==> src/design/aghs_pkg.sv <==
// aghs_pkg: constants, register map and types for the group halt command block
// assumes: one core clock, apb slave registers, all inputs synchronous
package aghs_pkg;
	localparam int          GROUP_MIN     = 1;
	localparam int          GROUP_MAX     = 8;
	localparam int          GROUP_W       = 8;
	localparam int          FAULT_W       = 16;
	// apb register byte offsets
	localparam logic [11:0] OFS_CTRL      = 12'h000;
	localparam logic [11:0] OFS_CFG       = 12'h004;
	localparam logic [11:0] OFS_STATUS    = 12'h008;
	localparam logic [11:0] OFS_FAULT     = 12'h00C;
	localparam logic [11:0] OFS_GROUP     = 12'h010;
	// ctrl fields
	localparam int          CTRL_EXEC_BIT = 0;
	// cfg fields
	localparam int          CFG_GRP_LSB   = 0;
	localparam int          CFG_POL_LSB   = 8;
	localparam int          CFG_DEC_LSB   = 16;
	localparam int          CFG_JERK_LSB  = 24;
	// status fields
	localparam int          ST_BUSY       = 0;
	localparam int          ST_ACTIVE     = 1;
	localparam int          ST_DONE       = 2;
	localparam int          ST_ABORTED    = 3;
	localparam int          ST_ERROR      = 4;
	localparam int          ST_INHIBIT    = 5;
	localparam int          ST_HALT       = 6;
	// reset values
	localparam logic [31:0] RST_WORD      = 32'h0000_0000;
	localparam logic [7:0]  POL_ABORT     = 8'h00;
	// fault codes
	localparam logic [15:0] FC_NONE       = 16'h0000;
	localparam logic [15:0] FC_BAD_GROUP  = 16'h0001;
	localparam logic [15:0] FC_BAD_POLICY = 16'h0002;
	localparam logic [15:0] FC_NOT_ARMED  = 16'h0003;
	localparam logic [15:0] FC_NOT_MOVING = 16'h0004;
	localparam logic [15:0] FC_EXEC_FAIL  = 16'h0005;

	typedef enum logic [2:0] {
		AG_IDLE    = 3'b000,
		AG_START   = 3'b001,
		AG_HALTING = 3'b010,
		AG_DONE    = 3'b011,
		AG_ABORTED = 3'b100,
		AG_ERROR   = 3'b101
	} aghs_state_t;
endpackage

==> src/design/aghs_reg_if.sv <==
`timescale 1ns/1ps
// aghs_reg_if: carries the register view between the apb slave and the core
// assumes: both ends sit on core_clk
interface aghs_reg_if;
	logic        execReq;
	logic [7:0]  groupSel;
	logic [7:0]  queuePolicy;
	logic [7:0]  decelIn;
	logic [7:0]  jerkIn;
	logic [31:0] statusWord;
	logic [15:0] faultCode;
	logic [7:0]  latchedGroup;
	modport regs (output execReq, groupSel, queuePolicy, decelIn, jerkIn,
		input statusWord, faultCode, latchedGroup);
	modport core (input execReq, groupSel, queuePolicy, decelIn, jerkIn,
		output statusWord, faultCode, latchedGroup);
endinterface

==> src/design/aghs_apb_regs.sv <==
`timescale 1ns/1ps
// aghs_apb_regs: apb slave holding the command registers
// assumes: zero wait state apb, word aligned accesses, pslverr on unmapped
module aghs_apb_regs
	import aghs_pkg::*;
(
	// clock and reset
	input  wire logic        core_clk,
	input  wire logic        rst_n,
	// apb
	input  wire logic        psel,
	input  wire logic        penable,
	input  wire logic        pwrite,
	input  wire logic [11:0] paddr,
	input  wire logic [31:0] pwdata,
	output logic [31:0]      prdata,
	output logic             pready,
	output logic             pslverr,
	// core side
	aghs_reg_if.regs         rif
);
	typedef struct packed {
		logic        exec;
		logic [31:0] cfg;
		logic [31:0] rdata;
	} aghs_regs_t;

	aghs_regs_t q;
	aghs_regs_t d;

	function automatic logic mapped(input logic [11:0] a);
		mapped = (a == OFS_CTRL) || (a == OFS_CFG) || (a == OFS_STATUS) ||
			(a == OFS_FAULT) || (a == OFS_GROUP);
	endfunction

	logic access;
	assign access  = psel && penable;
	assign pready  = 1'b1;
	assign pslverr = access && !mapped(paddr);
	assign prdata  = q.rdata;

	always_comb begin
		d = q;
		if (access && pwrite && paddr == OFS_CTRL) begin
			d.exec = pwdata[CTRL_EXEC_BIT];
		end
		if (access && pwrite && paddr == OFS_CFG) begin
			d.cfg = pwdata;
		end
		// read data registered during setup so it is stable in the access phase
		if (psel && !penable && !pwrite) begin
			case (paddr)
				OFS_CTRL:   d.rdata = {31'h0000_0000, q.exec};
				OFS_CFG:    d.rdata = q.cfg;
				OFS_STATUS: d.rdata = rif.statusWord;
				OFS_FAULT:  d.rdata = {16'h0000, rif.faultCode};
				OFS_GROUP:  d.rdata = {24'h00_0000, rif.latchedGroup};
				default:    d.rdata = RST_WORD;
			endcase
		end
	end

	always_ff @(posedge core_clk or negedge rst_n) begin
		if (!rst_n) begin
			q <= '0;
		end else begin
			q <= d;
		end
	end

	assign rif.execReq     = q.exec;
	assign rif.groupSel    = q.cfg[CFG_GRP_LSB +: 8];
	assign rif.queuePolicy = q.cfg[CFG_POL_LSB +: 8];
	assign rif.decelIn     = q.cfg[CFG_DEC_LSB +: 8];
	assign rif.jerkIn      = q.cfg[CFG_JERK_LSB +: 8];
endmodule

==> src/design/aghs_group_halt.sv <==
`timescale 1ns/1ps
// aghs_group_halt: top of the group halt command handshake, one scan per clock
// assumes: motion generator reports per-group armed/moving/stopped levels
// Overview of operation
// - group number 1..8 is sampled only on the execute rising edge
// - only a rising execute edge starts a halt; steady high does nothing
// - deceleration and jerk inputs are ignored
// - queue policy other than 0 raises error
// - busy at the edge, active one scan later
// - done when motion stopped, busy and active stay high
// - execute falling clears done, busy, active, aborted and error
// - done also clears when error falls
// - abort sets aborted flag and drops busy and active until execute falls
// - failure or illegal inputs set error with fault code, drop busy and active
// - execute falling after error clears error and fault code
// - halt stops every axis of the group at once, no ramp
// - halt accepted only while a group move runs on that group
// - axes stay in group moving state after the halt
// - group moves inhibited after completion until execute falls
// - halt refused unless the group was armed
module aghs_group_halt
	import aghs_pkg::*;
#(
	parameter int GROUPS = GROUP_MAX
) (
	// clock and reset
	input  wire logic          core_clk,
	input  wire logic          rst_n,
	// apb
	input  wire logic          psel,
	input  wire logic          penable,
	input  wire logic          pwrite,
	input  wire logic [11:0]   paddr,
	input  wire logic [31:0]   pwdata,
	output logic [31:0]        prdata,
	output logic               pready,
	output logic               pslverr,
	// motion generator status, one bit per group
	input  wire logic [GROUPS-1:0] groupArmed,
	input  wire logic [GROUPS-1:0] groupMoving,
	input  wire logic [GROUPS-1:0] groupStopped,
	input  wire logic [GROUPS-1:0] groupAbort,
	input  wire logic [GROUPS-1:0] groupFail,
	// motion generator control
	output logic [GROUPS-1:0]  groupHalt,
	output logic [GROUPS-1:0]  moveInhibit,
	// status
	output logic               busy,
	output logic               active,
	output logic               done,
	output logic               abortedFlag,
	output logic               error,
	output logic [15:0]        faultCode
);
	// elaboration-time refusal: the select decode only covers groups 1..GROUP_MAX
	if (GROUPS < 1 || GROUPS > GROUP_MAX) begin : g_groups_chk
		$error("GROUPS out of range");
	end

	aghs_reg_if rif ();

	aghs_apb_regs u_regs (
		.core_clk (core_clk),
		.rst_n    (rst_n),
		.psel     (psel),
		.penable  (penable),
		.pwrite   (pwrite),
		.paddr    (paddr),
		.pwdata   (pwdata),
		.prdata   (prdata),
		.pready   (pready),
		.pslverr  (pslverr),
		.rif      (rif)
	);

	typedef struct packed {
		aghs_state_t  st;
		logic         execPrev;
		logic [7:0]   grp;
		logic         busy;
		logic         active;
		logic         done;
		logic         aborted;
		logic         error;
		logic [15:0]  fault;
		logic [GROUPS-1:0] halt;
		logic [GROUPS-1:0] inhibit;
	} aghs_core_t;

	aghs_core_t q;
	aghs_core_t d;

	function automatic logic [GROUPS-1:0] grpMask(input logic [7:0] g);
		grpMask = '0;
		for (int i = 0; i < GROUPS; i++) begin
			if (g == 8'(i + GROUP_MIN)) begin
				grpMask[i] = 1'b1;
			end
		end
	endfunction

	logic              rise;
	logic              fall;
	logic [GROUPS-1:0] selNow;
	logic [GROUPS-1:0] selHeld;
	logic              grpOk;

	assign rise    = rif.execReq && !q.execPrev;
	assign fall    = !rif.execReq && q.execPrev;
	assign selNow  = grpMask(rif.groupSel);
	assign selHeld = grpMask(q.grp);
	assign grpOk   = |selNow;

	// rif.decelIn and rif.jerkIn are deliberately unread

	always_comb begin
		d = q;
		d.execPrev = rif.execReq;
		case (q.st)
			AG_IDLE: begin
				if (rise) begin
					d.grp  = rif.groupSel;
					d.busy = 1'b1;
					d.st   = AG_START;
					if (!grpOk) begin
						d.error = 1'b1;
						d.fault = FC_BAD_GROUP;
						d.busy  = 1'b0;
						d.st    = AG_ERROR;
					end else if (rif.queuePolicy != POL_ABORT) begin
						d.error = 1'b1;
						d.fault = FC_BAD_POLICY;
						d.busy  = 1'b0;
						d.st    = AG_ERROR;
					end else if ((selNow & groupArmed) == '0) begin
						d.error = 1'b1;
						d.fault = FC_NOT_ARMED;
						d.busy  = 1'b0;
						d.st    = AG_ERROR;
					end else if ((selNow & groupMoving) == '0) begin
						d.error = 1'b1;
						d.fault = FC_NOT_MOVING;
						d.busy  = 1'b0;
						d.st    = AG_ERROR;
					end else begin
						d.halt = selNow;
					end
				end
			end
			AG_START, AG_HALTING: begin
				if (q.st == AG_START) begin
					d.active = 1'b1;
					d.st     = AG_HALTING;
				end
				if (fall) begin
					d = '0;
					d.execPrev = 1'b0;
					d.inhibit  = q.inhibit & ~selHeld;
					d.st       = AG_IDLE;
				end else if ((selHeld & groupFail) != '0) begin
					d.error  = 1'b1;
					d.fault  = FC_EXEC_FAIL;
					d.busy   = 1'b0;
					d.active = 1'b0;
					d.halt   = '0;
					d.st     = AG_ERROR;
				end else if ((selHeld & groupAbort) != '0) begin
					d.aborted = 1'b1;
					d.busy    = 1'b0;
					d.active  = 1'b0;
					d.halt    = '0;
					d.st      = AG_ABORTED;
				end else if (q.st == AG_HALTING && (selHeld & groupStopped) != '0) begin
					// axes stay group moving; disarm is left to the requester
					d.done    = 1'b1;
					d.halt    = '0;
					d.inhibit = q.inhibit | selHeld;
					d.st      = AG_DONE;
				end
			end
			AG_DONE, AG_ABORTED, AG_ERROR: begin
				if (fall) begin
					d.busy    = 1'b0;
					d.active  = 1'b0;
					d.done    = 1'b0;
					d.aborted = 1'b0;
					d.error   = 1'b0;
					d.fault   = FC_NONE;
					d.inhibit = q.inhibit & ~selHeld;
					d.st      = AG_IDLE;
				end
			end
			default: begin
				d.st = AG_IDLE;
			end
		endcase
		// error falling takes done with it
		if (q.error && !d.error) begin
			d.done = 1'b0;
		end
	end

	always_ff @(posedge core_clk or negedge rst_n) begin
		if (!rst_n) begin
			q <= '0;
		end else begin
			q <= d;
		end
	end

	assign busy        = q.busy;
	assign active      = q.active;
	assign done        = q.done;
	assign abortedFlag = q.aborted;
	assign error       = q.error;
	assign faultCode   = q.fault;
	assign groupHalt   = q.halt;
	assign moveInhibit = q.inhibit;

	always_comb begin
		rif.statusWord = '0;
		rif.statusWord[ST_BUSY]    = q.busy;
		rif.statusWord[ST_ACTIVE]  = q.active;
		rif.statusWord[ST_DONE]    = q.done;
		rif.statusWord[ST_ABORTED] = q.aborted;
		rif.statusWord[ST_ERROR]   = q.error;
		rif.statusWord[ST_INHIBIT] = |q.inhibit;
		rif.statusWord[ST_HALT]    = |q.halt;
	end
	assign rif.faultCode    = q.fault;
	assign rif.latchedGroup = q.grp;
endmodule

==> config.mk <==
export PLATFORM = sky130hd
export DESIGN_NAME = aghs_group_halt
export DESIGN_NICKNAME = d
export VERILOG_FILES = /design/src/design/aghs_pkg.sv /design/src/design/aghs_reg_if.sv /design/src/design/aghs_apb_regs.sv /design/src/design/aghs_group_halt.sv
export SDC_FILE = /design/constraint.sdc
export NUM_CORES = 1
export LEC_CHECK = 0
export ABC_AREA = 1
export BUFFER_PORTS_ARGS = -buffer_cell sky130_fd_sc_hd__buf_2
export CAP_MARGIN = 20
export CORE_MARGIN = 10
export CORE_UTILIZATION = 50
export DETAILED_ROUTE_END_ITERATION = 8
export GPL_TIMING_DRIVEN = 0
export PLACE_DENSITY = 0.73
export REMOVE_ABC_BUFFERS = 1
export SLEW_MARGIN = 20
export SYNTH_ARGS = -nofsm -noshare
export SYNTH_HDL_FRONTEND = slang
export SYNTH_HIERARCHICAL = 1
export SYNTH_SLANG_ARGS = --single-unit
==> constraint.sdc <==
create_clock -name core_clk -period 2 [get_ports core_clk]
set_input_delay 0.4 -clock core_clk [delete_from_list [all_inputs] [get_ports core_clk]]
set_output_delay 0.4 -clock core_clk [all_outputs]
set_load 0.01 [all_outputs]
==> results_dict.tcl <==
set metrics [dict create \
    detail_route.wl_per_cell_um 14.7 \
    route.vias.total 6301 \
    core_area_mm2 0.0127 \
    drtPass1Iterations 6 \
    timing.critical_path.slowest_cell_delay_ns 0.40 \
    cp_max_fo 6 \
    final.setup_skew_ns 0.00656 \
    worst-endpoint-required_ns 2.24 \
    regToRegSetupSlack_ns 0.11 \
    globalRouteMet2Util 0.320 \
    dieArea_mm2 0.0180 \
    max-vdd-ir-drop_mv 0.935 \
    worst_path_dominant_cell_family "simple AND/OR/NAND/NOR gates" \
    rsz0062_at_grt "yes" \
    p_comb_frac 0.311 \
    remaining_drc_errors 0 \
    dieWidth_um 134 \
    synth-compound-area-share 0.0750 \
    cellInternalPower_w 0.00380 \
    p_leak_nw 4.41 \
    yosys.area_share.adder 0 \
    area_growth_syn_to_layout_pct 21.0 \
    post_detailed_placement_half_perimeter_wirelength_um 12800 \
    global_route.overflow_total 0 \
    first_global_vias 6019 \
    sw_frac_of_total 0.362 \
    totalWireLength_um 18200 \
    final_core_util 0.622 \
    avgSynthCellArea_um2 7.27 \
    critical-path-slowest-cell "sky130_fd_sc_hd__dfrtp_1" \
    status "finished with violations" \
    final_slew_violations 0 \
    busiest_layer_in_global_routing "met2" \
    count_of_unique_library_cells_instantiated_by_yosys 36 \
    setup_total_negative_slack_ns 0 \
    clkPwrFrac 0.320 \
    ctsLongestPathBuffers 2 \
    port_buffers 145 \
    report.power.total_w 0.00596 \
    finalSetupViolations 0 \
    critical_path.cell_chain "inv_1, nand2_4, nor2_4, nand3_1, nand2_1, nor2_2, nand2_2, nand2_2, inv_2, nor2_2, nand4_1, nand2_1" \
    arrival_ns 2.13 \
    initial_antenna_violation_count 0 \
    worstSkewPairLatency_ns 0.35 \
    maximum_number_of_pins_on_one_net_before_global_route_repair 65 \
    drt.antenna.violating_nets 0 \
    final-hold-violation-count 7 \
    grt_util_met3 0.0605 \
    cp-start-kind "flip-flop" \
    dominant_combinational_cell_family_by_area_after_synthesis "simple AND/OR/NAND/NOR gates" \
    cellPowerDensity_mw_per_mm2 756 \
    final-instance-count-excl-fill 1233 \
    fillerInstances 1192 \
    layout_min_cycle_time_ns 1.89 \
    worst-slew-pin-transition_ns 0.774 \
    slew_headroom 0.484 \
    via_per_inst 5.11 \
    maxClockFrequency_ghz 0.529 \
    cp_num_buf_inv 2 \
    gr-usage-all-layers 0.194 \
    path_clk_slew_ns 0.07 \
    antenna-diode-count 0 \
    synth-simple-area-share 0.399 \
    mappedNetlistArea_mm2 0.00651 \
    synth.yosys.seq_area_share 0.388 \
    die_h_um 134 \
    grt_first_pass_wirelength_um 28900 \
    synth.area.mux_share 0 \
    violations_in_the_final_reports "hold timing" \
    power.sequential.fraction 0.369 \
    cts_tree "done" \
    p_sw_w 0.00216 \
    gp_congestion 0.906 \
    drtIter0Drc 446 \
    capturing_element_type_of_the_critical_path "flip-flop" \
    hold_path.class "input pin to asynchronous set/reset pin" \
    clock-root-buffer "sky130_fd_sc_hd__clkbuf_16" \
    synth-xor-area-share 0 \
    num_rows 41 \
    synth_cells 896 \
    dpl.cell_count 1198 \
    post-route-period-util 0.945 \
    drive_gt1_frac 0.271 \
    setup_crit_path_kind "flip-flop to flip-flop" \
    clock_tree.htree_level_count 3 \
    ys_warn_count 6 \
    layout_commonest_cell "sky130_fd_sc_hd__nand2_1" \
    finalHoldWorstSlack_ns -0.0141 \
    design.portCount 160 \
    design.final.nets 1145 \
    most-common-layout-cells "sky130_fd_sc_hd__nand2_1 (215), sky130_fd_sc_hd__buf_2 (144), sky130_fd_sc_hd__nand3_1 (131)" \
    drv.max_cap_violation_count 0 \
    cts_buffers 9 \
    cts.sinks 101 \
    ys_seq_elements 101 \
    start_util 0.514 \
    met1_usage 0.239 \
]
-- final timing paths --
kind,from,end,depth (start not counted)
min reg2reg,u_regs/prdata[15],u_regs/prdata[15],2
max reg2reg,rif.latchedGroup[3],moveInhibit[7],12
min,rst_n,busy,1
max in group asynchronous,rst_n,u_regs/rif.jerkIn[4],2
max,rif.latchedGroup[3],moveInhibit[7],12
min in group core_clk,pwdata[10],u_regs/rif.queuePolicy[2],3
-- layout make-up --
cell class,count,area [µm²],area share
clock buffer,10,229,0.0291
clock inverter,6,93.8,0.0119
inverter,100,399,0.0507
multi-input combinational,683,3500,0.444
sequential,101,2530,0.322
tap,172,215,0.0273
timing repair buffer,160,897,0.114
timing repair inverter,1,7.51,0.000953
-- power groups by stage --
stage | sequential (W) | clock [W] | combinational [W]
floorplan | 0.00222 | 0 | 0.00119
global placement | 0.00223 | 0 | 0.00160
detailed placement | 0.00223 | 0 | 0.00163
CTS | 0.00219 | 0.00194 | 0.00163
global route | 0.00221 | 0.00204 | 0.00207
finish | 0.00220 | 0.00190 | 0.00185
-- layer usage --
metal | wire length [µm] | part of all wire
met5 | 0 | 0
met4 | 339 | 0.019
met3 | 1420 | 0.078
met2 | 8710 | 0.48
met1 | 7700 | 0.42
-- what timing repair did --
item	in CTS	in global routing
gates cloned	1	5
resized for setup	4	65
pin swaps	1	8
setup endpoints to repair	23	60
hold buffers	0	0
buffers inserted	0	13
-- synth_stat cells --
master	n	share of area
sky130_fd_sc_hd__inv_1	88	0.051
sky130_fd_sc_hd__a31oi_1	1	0.00096
sky130_fd_sc_hd__a21oi_1	17	0.013
sky130_fd_sc_hd__clkbuf_1	9	0.0052
sky130_fd_sc_hd__nor2_8	5	0.015
sky130_fd_sc_hd__or2_2	1	0.00096
sky130_fd_sc_hd__nand3b_1	1	0.0012
sky130_fd_sc_hd__nor2_1	97	0.056
sky130_fd_sc_hd__o21ai_0	11	0.0085
sky130_fd_sc_hd__o21ai_2	1	0.0013
sky130_fd_sc_hd__nand4_1	21	0.020
sky130_fd_sc_hd__nor4_1	12	0.012
sky130_fd_sc_hd__o22ai_1	8	0.0077
sky130_fd_sc_hd__and2_0	1	0.00096
sky130_fd_sc_hd__inv_4	2	0.0019
sky130_fd_sc_hd__dfrtp_1	101	0.39
sky130_fd_sc_hd__buf_6	14	0.024
sky130_fd_sc_hd__a21oi_2	5	0.0067
sky130_fd_sc_hd__nand3_4	2	0.0054
sky130_fd_sc_hd__nand2_1	227	0.13
sky130_fd_sc_hd__inv_2	7	0.0040
sky130_fd_sc_hd__o21ai_1	34	0.026
sky130_fd_sc_hd__nor2_2	6	0.0058
sky130_fd_sc_hd__nor3_2	1	0.0015
sky130_fd_sc_hd__nand2_2	14	0.013
sky130_fd_sc_hd__buf_4	40	0.046
sky130_fd_sc_hd__conb_1	2	0.0012
sky130_fd_sc_hd__nand3_2	7	0.011
sky130_fd_sc_hd__o31ai_1	8	0.0092
sky130_fd_sc_hd__buf_2	4	0.0031
sky130_fd_sc_hd__nor3_4	1	0.0025
sky130_fd_sc_hd__nor2_4	5	0.0086
sky130_fd_sc_hd__nand2_4	7	0.012
sky130_fd_sc_hd__nand3_1	132	0.10
sky130_fd_sc_hd__a221oi_1	1	0.0013
sky130_fd_sc_hd__clkinv_1	3	0.0017
-- stage by stage --
step	worst slack (ns)	area, µm²
after floorplan	-0.257	6190
after global placement	-1.67	7130
after detailed placement	-0.244	7180
after CTS	0.0183	7520
after global routing	-0.0195	7880
final	0.111	7880
-- flip-flops by register name, indices dropped and copies added (netlist names) --
name / flops
u_regs/rif.decelIn: 8
abortedFlag: 1
u_regs/rif.execReq: 1
done: 1
u_regs/prdata: 32
rif.latchedGroup: 8
q: 4
u_regs/rif.groupSel: 8
error: 1
active: 1
moveInhibit: 8
busy: 1
u_regs/rif.queuePolicy: 8
u_regs/rif.jerkIn: 8
faultCode: 3
groupHalt: 8
-- cells by family (layout without fill, tap and decap cells) --
group,count (synthesis),after routing
simple gates,540,545
other cells,2,52
buf+inv,167,277
flops,101,101
compound gates,86,86
No activity file was read; power rests on OpenSTA's default activity.
